[src/verilog/auto_retry_ack_cfg.svh]
// Purpose: offsets, field positions, reset values and codes of the
//          extended-mode retry and acknowledgement registers
// Assumes: 6-bit register addresses on the serial register port
// Notes:   definitions only
`ifndef AUTO_RETRY_ACK_CFG_SVH
`define AUTO_RETRY_ACK_CFG_SVH

// register addresses
`define ARA_ADDR_STATE        6'h02
`define ARA_ADDR_RETRY_STATUS 6'h19
`define ARA_ADDR_LIMIT_CTRL   6'h2C
`define ARA_ADDR_SEED_LOW     6'h2D
`define ARA_ADDR_SEED_HIGH    6'h2E

// reset values
`define ARA_LIMIT_CTRL_RST    8'h38
`define ARA_SEED_LOW_RST      8'hEA
`define ARA_SEED_HIGH_RST     3'h2

// field positions
`define ARA_FRAME_MSB         7
`define ARA_FRAME_LSB         4
`define ARA_ACCESS_MSB        3
`define ARA_ACCESS_LSB        1
`define ARA_SLOT_BIT          0

// counter limits and codes
`define ARA_FRAME_CNT_MAX     4'hF
`define ARA_ACCESS_CNT_MAX    3'h5
`define ARA_ACCESS_IMMEDIATE  3'h7
`define ARA_AWAIT_ACK_CODE    3'h1

// serial frame layout
`define ARA_CMD_WRITE_BIT     7
`define ARA_CMD_LAST_BIT      5'h07
`define ARA_DATA_LAST_BIT     5'h0F
`define ARA_FRAME_BITS        5'h10

`endif

[src/verilog/auto_retry_ack_pkg.sv]
// Purpose: types of the retry and acknowledgement register block
// Assumes: nothing
// Notes:   constants live in auto_retry_ack_cfg.svh
package auto_retry_ack_pkg;

  // slotted acknowledgement hold state
  typedef enum logic {
    ACK_IDLE,
    ACK_WAIT
  } ack_state_t;

endpackage : auto_retry_ack_pkg

[src/verilog/auto_retry_ack_control_regs.sv]
// Purpose: extended-mode retry counters, retry limits, slotted
//          acknowledgement hold and backoff seed registers
// Assumes: serial port mode 0, msb first; command byte then data byte
// Notes:   pins pass two flip-flops before use
// Functional notes
// - frame retry count reads in bits 7:4 of the status register, 0 at reset.
// - access retry count reads in bits 3:1, saturates at 5, bit 0 zero.
// - a new backoff cycle counts the access counter; a new frame cycle counts the frame counter and clears the access one.
// - bits 7:4 of the limit register give frame retransmissions, reset 3.
// - bits 3:1 give channel access retries, reset 4, host avoids six.
// - an access limit of 7 means immediate transmit without retries.
// - with the slot bit clear an acknowledgement goes out on its own.
// - with the slot bit set an acknowledgement is held for the host.
// - while held, the state register result field shows the wait code.
// - the low seed register is read-write and resets to 0xEA.
// - the 11-bit seed joins the high seed bits and the low seed byte.
// - the backoff seed is reloaded on each wake from deepest power-down.
`timescale 1ns/1ps
`include "auto_retry_ack_cfg.svh"

module auto_retry_ack_control_regs (
  input  wire logic        clk,              // 20 MHz block clock
  input  wire logic        arst_n,           // async reset, active low
  input  wire logic        spiSclk,          // serial clock pin
  input  wire logic        spiCsN,           // serial select, active low
  input  wire logic        spiMosi,          // serial data in
  output logic             spiMiso_q,        // serial data out
  output logic             spiMisoOe_q,      // data out enable
  input  wire logic        sleepTxTrigger,   // host trigger pin
  input  wire logic        transactionStart, // new retry transaction
  input  wire logic        newBackoffCycle,  // clear channel backoff start
  input  wire logic        newFrameCycle,    // retransmission start
  input  wire logic [2:0]  coreResult,       // result from core
  input  wire logic [4:0]  coreState,        // state from core
  input  wire logic        ackRequest,       // frame asks for an ack
  input  wire logic        wakeDeep,         // wake from deep power-down
  output logic [3:0]       frameRetryLimit,  // frame retry limit
  output logic [2:0]       accessRetryLimit, // access retry limit
  output logic             immediateTx_q,    // skip channel access
  output logic [10:0]      backoffSeed_q,    // active backoff seed
  output logic             seedLoad_q,       // seed reload pulse
  output logic             ackSend_q,        // send ack pulse
  output logic             ackWaiting_q      // ack held for trigger
);

  logic [3:0]  pins;
  logic        sclkS, csnS, mosiS, trigS;
  logic        sclkPrev_q, trigPrev_q;
  logic        sclkRise, sclkFall, trigRise;
  logic [4:0]  bitCnt_q, bitCnt_d;
  logic [7:0]  rxShift_q, rxShift_d, rxNext;
  logic [7:0]  txShift_q, txShift_d;
  logic [5:0]  addr_q, addr_d;
  logic        isWrite_q, isWrite_d;
  logic        miso_d, misoOe_d;
  logic        doWrite;
  logic [7:0]  limit_q, limit_d;
  logic [7:0]  seedLow_q, seedLow_d;
  logic [2:0]  seedHigh_q, seedHigh_d;
  logic [3:0]  frameCnt_q, frameCnt_d;
  logic [2:0]  accessCnt_q, accessCnt_d;
  logic        immediateTx_d, seedLoad_d;
  logic [10:0] backoffSeed_d;
  logic        ackSend_d, ackWaiting_d;
  auto_retry_ack_pkg::ack_state_t ackState_q, ackState_d;

  // pin synchronisers; select idles high
  sync_two_ff #(
    .WIDTH (4),
    .RST   (4'h2)
  ) u_pins (
    .clk    (clk),
    .arst_n (arst_n),
    .d      ({sleepTxTrigger, spiMosi, spiCsN, spiSclk}),
    .q      (pins)
  );

  assign sclkS = pins[0];
  assign csnS  = pins[1];
  assign mosiS = pins[2];
  assign trigS = pins[3];

  // edge detection on synchronised pins
  assign sclkRise = sclkS & ~sclkPrev_q;
  assign sclkFall = ~sclkS & sclkPrev_q;
  assign trigRise = trigS & ~trigPrev_q;
  assign rxNext   = {rxShift_q[6:0], mosiS};

  assign frameRetryLimit  = limit_q[`ARA_FRAME_MSB:`ARA_FRAME_LSB];
  assign accessRetryLimit = limit_q[`ARA_ACCESS_MSB:`ARA_ACCESS_LSB];

  // read data for an address
  function automatic logic [7:0] readMux(input logic [5:0] a);
    logic [7:0] r;
    r = 8'h00;
    case (a)
      `ARA_ADDR_STATE:
        r = {ackWaiting_q ? `ARA_AWAIT_ACK_CODE : coreResult,
             coreState};
      `ARA_ADDR_RETRY_STATUS:
        r = {frameCnt_q, accessCnt_q, 1'b0};
      `ARA_ADDR_LIMIT_CTRL: r = limit_q;
      `ARA_ADDR_SEED_LOW:   r = seedLow_q;
      `ARA_ADDR_SEED_HIGH:  r = {5'h00, seedHigh_q};
      default:              r = 8'h00;
    endcase
    return r;
  endfunction : readMux

  // serial port and register next values
  always_comb begin
    bitCnt_d      = bitCnt_q;
    rxShift_d     = rxShift_q;
    txShift_d     = txShift_q;
    addr_d        = addr_q;
    isWrite_d     = isWrite_q;
    miso_d        = spiMiso_q;
    misoOe_d      = 1'b1;
    doWrite       = 1'b0;
    limit_d       = limit_q;
    seedLow_d     = seedLow_q;
    seedHigh_d    = seedHigh_q;
    frameCnt_d    = frameCnt_q;
    accessCnt_d   = accessCnt_q;
    backoffSeed_d = backoffSeed_q;
    if (csnS) begin
      bitCnt_d  = 5'h00;
      miso_d    = 1'b0;
      misoOe_d  = 1'b0;
      txShift_d = 8'h00;
    end else begin
      if (sclkRise && bitCnt_q < `ARA_FRAME_BITS) begin
        rxShift_d = rxNext;
        bitCnt_d  = bitCnt_q + 5'h01;
        if (bitCnt_q == `ARA_CMD_LAST_BIT) begin
          addr_d    = rxNext[5:0];
          isWrite_d = rxNext[`ARA_CMD_WRITE_BIT];
          txShift_d = readMux(rxNext[5:0]);
        end
        if (bitCnt_q == `ARA_DATA_LAST_BIT && isWrite_q) begin
          doWrite = 1'b1;
        end
      end
      if (sclkFall) begin
        miso_d    = txShift_q[7];
        txShift_d = {txShift_q[6:0], 1'b0};
      end
    end
    // host writes; the status register takes none
    if (doWrite) begin
      case (addr_q)
        `ARA_ADDR_LIMIT_CTRL: limit_d    = rxNext;
        `ARA_ADDR_SEED_LOW:   seedLow_d  = rxNext;
        `ARA_ADDR_SEED_HIGH:  seedHigh_d = rxNext[2:0];
        default:              limit_d    = limit_q;
      endcase
    end
    // retry counters follow the transmit sequencer
    if (transactionStart) begin
      frameCnt_d  = 4'h0;
      accessCnt_d = 3'h0;
    end else if (newFrameCycle) begin
      if (frameCnt_q != `ARA_FRAME_CNT_MAX) begin
        frameCnt_d = frameCnt_q + 4'h1;
      end
      accessCnt_d = 3'h0;
    end else if (newBackoffCycle) begin
      if (accessCnt_q != `ARA_ACCESS_CNT_MAX) begin
        accessCnt_d = accessCnt_q + 3'h1;
      end
    end
    immediateTx_d = (limit_d[`ARA_ACCESS_MSB:`ARA_ACCESS_LSB] ==
                     `ARA_ACCESS_IMMEDIATE);
    seedLoad_d = wakeDeep;
    if (wakeDeep) begin
      backoffSeed_d = {seedHigh_q, seedLow_q};
    end
  end

  // slotted acknowledgement hold
  always_comb begin
    ackState_d = ackState_q;
    ackSend_d  = 1'b0;
    case (ackState_q)
      auto_retry_ack_pkg::ACK_IDLE: begin
        if (ackRequest) begin
          if (limit_q[`ARA_SLOT_BIT]) begin
            ackState_d = auto_retry_ack_pkg::ACK_WAIT;
          end else begin
            ackSend_d = 1'b1;
          end
        end
      end
      auto_retry_ack_pkg::ACK_WAIT: begin
        if (trigRise || !limit_q[`ARA_SLOT_BIT]) begin
          ackSend_d  = 1'b1;
          ackState_d = auto_retry_ack_pkg::ACK_IDLE;
        end
      end
      default: ackState_d = auto_retry_ack_pkg::ACK_IDLE;
    endcase
    ackWaiting_d = (ackState_d == auto_retry_ack_pkg::ACK_WAIT);
  end

  // state registers
  always_ff @(posedge clk or negedge arst_n) begin
    if (!arst_n) begin
      sclkPrev_q    <= 1'b0;
      trigPrev_q    <= 1'b0;
      bitCnt_q      <= 5'h00;
      rxShift_q     <= 8'h00;
      txShift_q     <= 8'h00;
      addr_q        <= 6'h00;
      isWrite_q     <= 1'b0;
      spiMiso_q     <= 1'b0;
      spiMisoOe_q   <= 1'b0;
      limit_q       <= `ARA_LIMIT_CTRL_RST;
      seedLow_q     <= `ARA_SEED_LOW_RST;
      seedHigh_q    <= `ARA_SEED_HIGH_RST;
      frameCnt_q    <= 4'h0;
      accessCnt_q   <= 3'h0;
      immediateTx_q <= 1'b0;
      backoffSeed_q <= {`ARA_SEED_HIGH_RST, `ARA_SEED_LOW_RST};
      seedLoad_q    <= 1'b0;
      ackState_q    <= auto_retry_ack_pkg::ACK_IDLE;
      ackSend_q     <= 1'b0;
      ackWaiting_q  <= 1'b0;
    end else begin
      sclkPrev_q    <= sclkS;
      trigPrev_q    <= trigS;
      bitCnt_q      <= bitCnt_d;
      rxShift_q     <= rxShift_d;
      txShift_q     <= txShift_d;
      addr_q        <= addr_d;
      isWrite_q     <= isWrite_d;
      spiMiso_q     <= miso_d;
      spiMisoOe_q   <= misoOe_d;
      limit_q       <= limit_d;
      seedLow_q     <= seedLow_d;
      seedHigh_q    <= seedHigh_d;
      frameCnt_q    <= frameCnt_d;
      accessCnt_q   <= accessCnt_d;
      immediateTx_q <= immediateTx_d;
      backoffSeed_q <= backoffSeed_d;
      seedLoad_q    <= seedLoad_d;
      ackState_q    <= ackState_d;
      ackSend_q     <= ackSend_d;
      ackWaiting_q  <= ackWaiting_d;
    end
  end

endmodule : auto_retry_ack_control_regs

[src/verilog/sync_two_ff.sv]
// Purpose: two flip-flop synchroniser for a group of pin inputs
// Assumes: each bit is an independent level
// Notes:   only the second stage is visible outside
`timescale 1ns/1ps

module sync_two_ff #(
  parameter int              WIDTH = 1,
  parameter logic [WIDTH-1:0] RST  = '0
) (
  input  wire logic             clk,    // block clock
  input  wire logic             arst_n, // async reset, active low
  input  wire logic [WIDTH-1:0] d,      // asynchronous inputs
  output logic      [WIDTH-1:0] q       // synchronised outputs
);

  logic [WIDTH-1:0] stage1_q;

  // first stage feeds only the second
  always_ff @(posedge clk or negedge arst_n) begin
    if (!arst_n) begin
      stage1_q <= RST;
      q        <= RST;
    end else begin
      stage1_q <= d;
      q        <= stage1_q;
    end
  end

endmodule : sync_two_ff
[config.mk]
export PLATFORM = sky130hd
export DESIGN_NAME = auto_retry_ack_control_regs
export DESIGN_NICKNAME = d
export VERILOG_FILES = /design/src/verilog/auto_retry_ack_pkg.sv /design/src/verilog/auto_retry_ack_control_regs.sv /design/src/verilog/sync_two_ff.sv
export VERILOG_INCLUDE_DIRS = /design/src /design/src/verilog
export SDC_FILE = /design/constraint.sdc
export NUM_CORES = 1
export LEC_CHECK = 0
export ABC_AREA = 1
export BUFFER_PORTS_ARGS = -buffer_cell sky130_fd_sc_hd__buf_2
export CAP_MARGIN = 20
export CORE_MARGIN = 2
export CORE_UTILIZATION = 40
export CTS_BUF_LIST = sky130_fd_sc_hd__clkbuf_4
export DETAILED_ROUTE_END_ITERATION = 8
export SYNTH_ARGS = -nofsm -noshare
export SYNTH_HDL_FRONTEND = slang
export SYNTH_SLANG_ARGS = --single-unit
[constraint.sdc]
create_clock -name clk -period 2.9 [get_ports clk]
set_input_delay 0 -clock clk [delete_from_list [all_inputs] [get_ports clk]]
set_output_delay 0 -clock clk [all_outputs]
set_load 0.05 [all_outputs]
Word-level counts from Yosys, hierarchy flattened
Cells that the tools add are included.
{ "op_classes": {"addsub": 3, "n_lt_le_gt_ge": 1, "n_eq_ne": 13, "mux": 31, "bitwise": 8, "reduce_logical": 20} }
{ "op_table": {"columns": ["cell", "count"], "rows": [
  ["one-hot mux 8 bit (5 select lines)", 1],
  ["== test 6 bit (second input constant)", 6],
  ["two-way mux 8 bit", 4],
  ["two-way mux 4 bit", 5],
  ["two-way mux 3 bit", 5],
  ["AND reduction 2 bit", 7],
  ["two-way mux 1 bit", 12],
  ["nonzero test 3 bit", 4],
  ["two-way mux 5 bit", 2],
  ["nonzero test 2 bit", 4],
  ["== test 6 x 2 -> 1 bit (second input constant)", 1],
  ["== test 6 x 5 -> 1 bit (second input constant)", 1],
  ["adder 5 x 1 -> 5 bit (second input constant)", 1],
  ["== test 5 x 3 -> 1 bit (second input constant)", 1],
  ["== test 5 x 4 -> 1 bit (second input constant)", 1],
  ["less-than comparator 5 bit (second input constant)", 1],
  ["inverter 1 bit", 5],
  ["adder 4 x 1 -> 4 bit (second input constant)", 1],
  ["!= test 4 bit (second input constant)", 1],
  ["one-hot mux 1 bit (2 select lines)", 2],
  ["adder 3 x 1 -> 3 bit (second input constant)", 1],
  ["AND 1 bit", 3],
  ["== test 3 bit (second input constant)", 1],
  ["!= test 3 bit (second input constant)", 1],
  ["other kinds (4)", 5]
]} }
{ "totals": {"reg_bits": 80, "in_bits": 19, "output_inout_bits": 24, "wordCells": 98} }

Longest topological paths before layout
Gate-level depths: netlist (run 1).
{ "depth": {"depth_word": 7, "ltp_mapped": 11, "ltp_nobuf": 11} }

Modules after synthesis
A second synthesis (run 1) with hierarchy kept.
{ "unflattened": {"cells_unflattened": 411, "hier_area_um2": 3713.6} }
{ "by_module_without_submodules": {"columns": ["module", "instances", "cells_each", "area_each_um2"], "rows": [
  ["auto_retry_ack_control_regs", 1, 403, 3510.9],
  ["sync_two_ff", 1, 8, 202.7]
]} }

Least setup slack after synthesis (run 1)
OpenSTA, ideal clock, no wires.
{ "synth_path": {"kind": "flip-flop to flip-flop", "from": "register bitCnt_q[0]", "to": "register seedLow_q[7]", "arrival_ns": 1.495, "required_time_ns": 2.823, "slack_ns": 1.328, "path_stages_with_launch": 11, "period_less_slack_ns": 1.572, "path_cell_list": "dfrtp_1 > ha_1 > nand2_1 > nor2_1 > ha_1 > nand2_1 > nor2_8 > nand3_4 > buf_6 > nand2_1 > o21ai_2"} }
{ "synth_between": {"elab_chain_len": 6} }
{ "synth_rtl": {"columns": ["element", "line", "rtl"], "rows": [
  ["from (decl)", "auto_retry_ack_control_regs.sv:50", "logic [4:0] bitCnt_q, bitCnt_d;"],
  ["from (signal assigned)", "auto_retry_ack_control_regs.sv:231", "bitCnt_q <= bitCnt_d;"],
  ["branches (longest 3 deep; another with less-than comparator 5 bit)", null, null],
  ["two-way mux 1 bit (*)", "auto_retry_ack_control_regs.sv:132", "if (sclkRise && bitCnt_q < `ARA_FRAME_BITS) begin"],
  ["two-way mux 1 bit (*)", "auto_retry_ack_control_regs.sv:126", "if (csnS) begin"],
  ["AND reduction 2 bit (no line) (*)", null, null],
  ["to (signal assigned)", "auto_retry_ack_control_regs.sv:218", "seedLow_q <= `ARA_SEED_LOW_RST;"],
  ["to (signal assigned)", "auto_retry_ack_control_regs.sv:239", "seedLow_q <= seedLow_d;"],
  ["to (decl)", "auto_retry_ack_control_regs.sv:58", "logic [7:0] seedLow_q, seedLow_d;"]
]} }
Mark *: on every way between the ends.
A chain may end at the register's enable or synchronous reset.

Worst setup path after layout (run 1)
{ "layout_path": {"from": "input transactionStart", "to": "register accessCnt_q[2]"} }
{ "layout_between": {"elab_chain_len": 2} }
{ "layout_rtl": {"columns": ["element", "line", "rtl"], "rows": [
  ["from (decl)", "auto_retry_ack_control_regs.sv:30", "input wire logic transactionStart,"],
  ["nonzero test 3 bit (no line)", null, null],
  ["AND reduction 2 bit (no line)", null, null],
  ["to (signal assigned)", "auto_retry_ack_control_regs.sv:242", "accessCnt_q <= accessCnt_d;"],
  ["to (decl)", "auto_retry_ack_control_regs.sv:61", "logic [2:0] accessCnt_q, accessCnt_d;"]
]} }
Several ways; a longest one is shown, not always the timed one.

==> results of run 1 <==
[logic make-up (layout without fill, tap and decap cells)]
group	after synthesis	after routing	synth area share (%)
and+or+nand+nor	182	182	23.24
DFF	80	80	55.02
AOI/OAI and AO/OA	68	68	10.21
buffers and inverters	54	114	6.839
muxes	9	9	2.756
adders and majority gates	5	5	1.701
xor gates and xnor gates	1	1	0.2382
[worst max-delay path by stage]
stage	startpoint	cells past startpoint	end	slack, ns
detailed placement	bitCnt_q[0]	9	immediateTx_q	1.13
finish	transactionStart	8	accessCnt_q[2]	0.55
CTS	transactionStart	8	accessCnt_q[2]	0.62
global placement	bitCnt_q[0]	9	seedLow_q[4]	1.22
floorplan	bitCnt_q[0]	10	seedLow_q[7]	1.33
global route	transactionStart	8	accessCnt_q[2]	0.46
[power by group through the flow]
| stage | Sequential (mW) | Combinational, mW | Clock (mW) |
|---|---|---|---|
| after floorplan | 1.23 | 0.131 | 0 |
| after global placement | 1.23 | 0.222 | 0 |
| after detailed placement | 1.23 | 0.226 | 0 |
| after CTS | 1.21 | 0.240 | 0.681 |
| after global routing | 1.22 | 0.270 | 0.732 |
| final | 1.21 | 0.240 | 0.653 |
[what timing repair did]
item,CTS,global route
endpoints found under the hold margin,79,0
hold buffers,13,0
gates resized for setup,0,0
[routing by layer]
layer  global-route usage [%]  up-vias
met5                        0        -
met4                    3.477        0
met3                    4.526        4
met2                    27.60       55
met1                    24.18     1287
li1                         -     1401
[registers in the layout, summed over array words and instances, names as in the netlist, 3 cells and up]
signal	count
backoffSeed_q	11
limit_q	8
seedLow_q	8
txShift_q	8
rxShift_q	7
addr_q	6
bitCnt_q	5
frameCnt_q	4
u_pins.q	4
u_pins.stage1_q	4
accessCnt_q	3
seedHigh_q	3
[critical path: stages]
cell           delay [ns]
dlygate4sd3_1        0.53
buf_2                0.14
nor2_1               0.15
dlygate4sd3_1        0.62
nand2_1              0.07
dlygate4sd3_1        0.56
nor2_1               0.09
dlygate4sd3_1        0.56
[area by class of cell]
| type | count | area share (%) |
|---|---|---|
| flip-flops and latches | 80 | 47.90 |
| multi-input cells | 265 | 33.21 |
| repair buffers | 56 | 8.590 |
| inverters | 42 | 3.851 |
| well taps | 108 | 3.199 |
| clock inverters | 7 | 1.659 |
| clock buffers | 9 | 1.600 |
[placed cells by master, fill, tap and decap left out, types with 5 or more instances in the layout]
cell type	n
inv_2	5
o21ai_1	11
nand4_1	5
o21ai_0	36
a21oi_1	11
o21ai_2	8
nand2_1	104
mux2_2	9
dfrtp_1	63
nor2_1	25
dlygate4sd3_1	13
dfstp_2	17
inv_1	36
nor2_2	7
ha_1	5
nand3_1	27
clkbuf_4	9
buf_2	41
==> flow_metrics.py, run 1 <==
metrics = {
    "detailed_routing": {
        "routed-wl-met2_um": 3776,
        "finalWirelength_um": 7899,
        "wl_met3_um": 305,
        "drt-met1-wl_um": 3771,
        "drt_iter0_markers": 108,
        "highest_layer": "met4",
        "avgRoutedWirePerCell_um": 13.93,
        "drc": 0,
        "via_per_inst": 4.845,
        "vias": 2747,
        "dr.pass1.iters": 5,
        "detail-route-antenna-nets": 0,
    },
    "power_and_ir_drop": {
        "power.total_mw": 2.100,
        "clockPowerShare_pct": 31.1,
        "leakage_nw": 2.092,
        "intPower_mw": 1.496,
        "powerDensity_mw_per_mm2": 497.2,
        "ir_drop_mv": 0.3368,
        "pwr-share-seq_pct": 57.5,
        "comb_power_share_pct": 11.4,
        "power_switching_mw": 0.6041,
        "switching_share_pct": 28.77,
    },
    "grt": {
        "track_usage_pct": 17.32,
        "grt_pass1_vias": 2744,
        "grt_max_degree": 81,
        "grt_first_pass_wirelength_um": 13450,
        "grt-ovfl-total": 0,
        "antenna_found_initial": 0,
    },
    "timing": {
        "min_period_ns": 2.350,
        "timing.setup.tns_ns": 0,
        "maxSlewHeadroom_pct": 64.99,
        "timing.final.crit_share_pct": 81.02,
        "setup_ws_ns": 0.5503,
        "fin_skew_ns": 0.01873,
        "drv_slew": 0,
        "rsz0062_at_grt": "no",
        "setup_violations": 0,
        "hold_violations": 0,
        "worstMarginPinSlew_ns": 0.5252,
        "hold_slack_ns": 0.05628,
        "max_freq_mhz": 425.6,
    },
    "critical_path": {
        "critPathCaptureType": "flop",
        "ff2ff_path_depth": 9,
        "startpoint_type": "input port",
        "crit-reg2reg-capture": "accessCnt_q[2]",
        "path_max_fanout": 4,
        "r2r_slack_ns": 0.63,
        "required_ns": 3.27,
        "worst_ep_arrival_time_ns": 2.72,
        "reg2reg_from": "accessCnt_q[0]",
        "crit_type": "in2reg",
    },
    "clock_tree": {
        "cts.path.max_buffers": 2,
        "post_cts.repair.setup_buffers": 0,
        "clkTransAtPathRegs_ns": 0.13,
        "clock-root-buffer": "clkbuf_4",
        "htreeDepth": 3,
        "cts_buffers": 9,
        "cts.sinks": 80,
        "clk_latency_ns": 0.42,
        "cts_tree": "built",
    },
    "placed_design": {
        "port_buffers": 42,
        "dp_hpwl_um": 5713,
        "pre_cts_ws_ns": 1.135,
        "dpl_cell_area_sq_mm": 0.003936,
        "gp_congestion": 0.7979,
        "dp_cells": 537,
    },
    "layout": {
        "regArea_sq_mm": 0.002023,
        "stdcell_count": 567,
        "fillers": 848,
        "fin_area_sq_mm": 0.004224,
        "multi_input_area_sq_mm": 0.001403,
        "syn2layout_area_growth_pct": 14.87,
        "drive_gt1_share_pct": 25.27,
        "final_nets": 478,
        "utilization_pct": 47.97,
        "antenna_cells": 0,
    },
    "floorplanning": {
        "io_pins": 43,
        "die_height_um": 99.88,
        "fp.coreArea_sq_mm": 0.008806,
        "die_x_um": 99.88,
        "initial_core_util_pct": 41.76,
        "dieArea_sq_mm": 0.009976,
        "rows": 34,
    },
    "logic_synthesis": {
        "syn_area_sq_mm": 0.003677,
        "yosys_most_used_dff": "dfrtp_1",
        "yosysWarnings": 0,
        "seq_area_frac_synth_pct": 55.02,
        "yosys.area.top_type": "dfrtp_1",
        "netlist_instances": 399,
        "synth-edff-count": 0,
        "yosys-top-cells-count": "104 x nand2_1, 63 x dfrtp_1, 36 x inv_1, 36 x o21ai_0, 27 x nand3_1",
        "syn_area_per_cell_sq_um": 9.216,
        "syn-num-nets": 423,
        "synth-seq-cells": 80,
        "synthDistinctLibCells": 30,
        "synth_top_area_share_pct": 42.87,
        "synthArstFlopShare_pct": 100.0,
        "yosysMostFrequentCell": "nand2_1",
        "synth_area_leaders": "dfrtp_1 43%, dfstp_2 12%, nand2_1 11%, o21ai_0 4.9%, inv_1 3.7%",
    },
    "worst_hold_path": {
        "hold_path_end": "txShift_q[2]",
        "min_from": "coreState[2]",
        "hold_depth": 7,
        "hold_path.class": "in2reg",
    },
    "outcome": {
        "status": "finished, final reports clean",
    },
    "job": {
        "max-cap-violations": 0,
    },
}
Power figures use the tool's default switching activity.
==> inputs of run 2 (changes only) <==
clock period = 2.1 ns   (was 2.9 ns; I/O delays follow)
==> flow_metrics.py, run 2 (same netlist as run 1, synthesis figures left out) <==
metrics = {
    "floorplanning": {
        "die_x_um": 99.88,
        "rows": 34,
        "dieArea_sq_mm": 0.009976,
        "initial_core_util_pct": 41.76,
        "io_pins": 43,
        "fp.coreArea_sq_mm": 0.008806,
        "die_height_um": 99.88,
    },
    "power_and_ir_drop": {
        "clockPowerShare_pct": 33.8,
        "intPower_mw": 2.195,
        "pwr-share-seq_pct": 55.2,
        "powerDensity_mw_per_mm2": 714.8,
        "ir_drop_mv": 0.3674,
        "leakage_nw": 2.095,
        "power_switching_mw": 0.8300,
        "comb_power_share_pct": 10.9,
        "switching_share_pct": 27.44,
    },
    "clock_tree": {
        "cts_tree": "built",
        "cts_buffers": 9,
        "clk_latency_ns": 0.43,
        "ctsResizeCount": 0,
        "clock-root-buffer": "clkbuf_4",
        "cts.sinks": 80,
        "post_cts.repair.setup_buffers": 0,
        "htreeDepth": 3,
        "clkTransAtPathRegs_ns": 0.13,
        "cts.path.max_buffers": 2,
    },
    "layout": {
        "drive_gt1_share_pct": 25.55,
        "largest_reg_flops": 11,
        "top_register": "backoffSeed_q",
        "antenna_cells": 0,
        "stdcell_count": 566,
        "fin_area_sq_mm": 0.004232,
        "syn2layout_area_growth_pct": 15.07,
        "layout_common_cells": "104 x nand2_1, 63 x dfrtp_1, 41 x buf_2",
        "layout_commonest_cell": "nand2_1",
        "final_nets": 477,
    },
    "timing": {
        "fin_skew_ns": 0.01349,
        "min_period_ns": 1.794,
        "worstMarginPinSlew_ns": 0.5930,
        "maxSlewHeadroom_pct": 60.47,
        "setup_violations": 0,
        "hold_violations": 0,
        "max_freq_mhz": 557.5,
        "timing.setup.tns_ns": 0,
        "timing.final.crit_share_pct": 85.42,
        "rsz0062_at_grt": "no",
        "drv_slew": 0,
    },
    "detailed_routing": {
        "drt_iter0_markers": 162,
        "drc": 0,
        "finalWirelength_um": 7950,
        "via_per_inst": 4.931,
        "wl_met3_um": 324,
        "vias": 2791,
        "detail-route-antenna-nets": 0,
        "drt-met1-wl_um": 3799,
        "dr.pass1.iters": 4,
        "avgRoutedWirePerCell_um": 14.05,
        "highest_layer": "met4",
        "routed-wl-met2_um": 3621,
    },
    "critical_path": {
        "critPathSlowestCell": "dfrtp_1",
        "critPathCaptureType": "flop",
        "startpoint_type": "flop",
        "reg2reg_from": "bitCnt_q[0]",
        "path_max_fanout": 14,
        "crit_type": "reg2reg",
        "cp_cell_sequence": "ha_1, nand2_1, nor2_1, ha_1, nand2_1, nor2_8, nand2_4, o21ai_0, nor2_1",
        "critPathLaunch": "bitCnt_q[0]",
        "worst_ep_arrival_time_ns": 2.12,
        "required_ns": 2.43,
        "max_stage_delay_ns": 0.40,
        "r2r_slack_ns": 0.31,
        "crit-reg2reg-capture": "immediateTx_q",
        "ff2ff_path_depth": 9,
    },
    "placed_design": {
        "gp_congestion": 0.8051,
        "port_buffers": 42,
        "dp_hpwl_um": 5820,
        "dp_cells": 539,
        "dpl_cell_area_sq_mm": 0.003964,
    },
    "worst_hold_path": {
        "hold_path_end": "txShift_q[2]",
        "min_from": "coreState[2]",
        "hold_path.class": "in2reg",
        "hold_depth": 7,
    },
    "grt": {
        "grt-ovfl-total": 0,
        "track_usage_pct": 17.87,
        "grt_max_degree": 48,
        "grt_first_pass_wirelength_um": 13660,
        "antenna_found_initial": 0,
        "grt_pass1_vias": 2748,
    },
    "job": {
        "max-cap-violations": 0,
    },
    "outcome": {
        "status": "finished, final reports clean",
    },
}
## run 2: metal layers
layer / vias to the layer above / track usage, %
met5: - / 0
met4: 0 / 7.692
met3: 18 / 4.178
met2: 51 / 26.82
met1: 1326 / 24.98
li1: 1396 / -
## run 2: what timing repair did
action,in CTS,in global routing
hold endpoints to repair,82,0
hold buffers,11,0
endpoints found under the setup margin,0,0
## run 2: through the flow
stage	hold WS (ns)	utilization (%)	setup WS, ns	power [mW]
2_1_floorplan	-0.2956	-	0.5283	1.880
3_5_place_dp	0.05402	45.01	0.3460	2.017
3_3_place_gp	0.05369	45.01	0.4041	2.007
5_1_grt	0.03587	48.05	0.09279	3.195
4_1_cts	0.02436	48.05	0.3101	3.068
6_report	0.03388	48.05	0.3063	3.025
## run 2: worst max-delay path by stage
| stage | endpoint | depth (start not counted) |
|---|---|---|
| finish | immediateTx_q | 9 |
| global route | immediateTx_q | 9 |
| CTS | immediateTx_q | 9 |
| detailed placement | immediateTx_q | 9 |
| global placement | immediateTx_q | 9 |
| floorplan | seedLow_q[7] | 10 |
## run 2: layout make-up
type / instances / area [sq um]
fill: 836 / 4574
sequential: 80 / 2023
multi-input combinational: 265 / 1403
timing repair buffer: 55 / 350.3
inverter: 42 / 162.7
tap: 108 / 135.1
clock inverter: 6 / 82.58
clock buffer: 10 / 75.07
## run 2: power by group through the flow
stage	Sequential, mW	Clock, mW	Combinational [mW]
finish	1.67	1.02	0.330
global route	1.68	1.13	0.379
CTS	1.67	1.06	0.336
detailed placement	1.70	0	0.319
global placement	1.69	0	0.313
floorplan	1.70	0	0.181
## run 2: worst max-delay path: cells and delay by family, from the launching register on
family          cells  cell delay [ns]
flops               1             0.40
compound gates      1             0.27
fa+ha+maj           2             0.34
simple gates        6             0.69
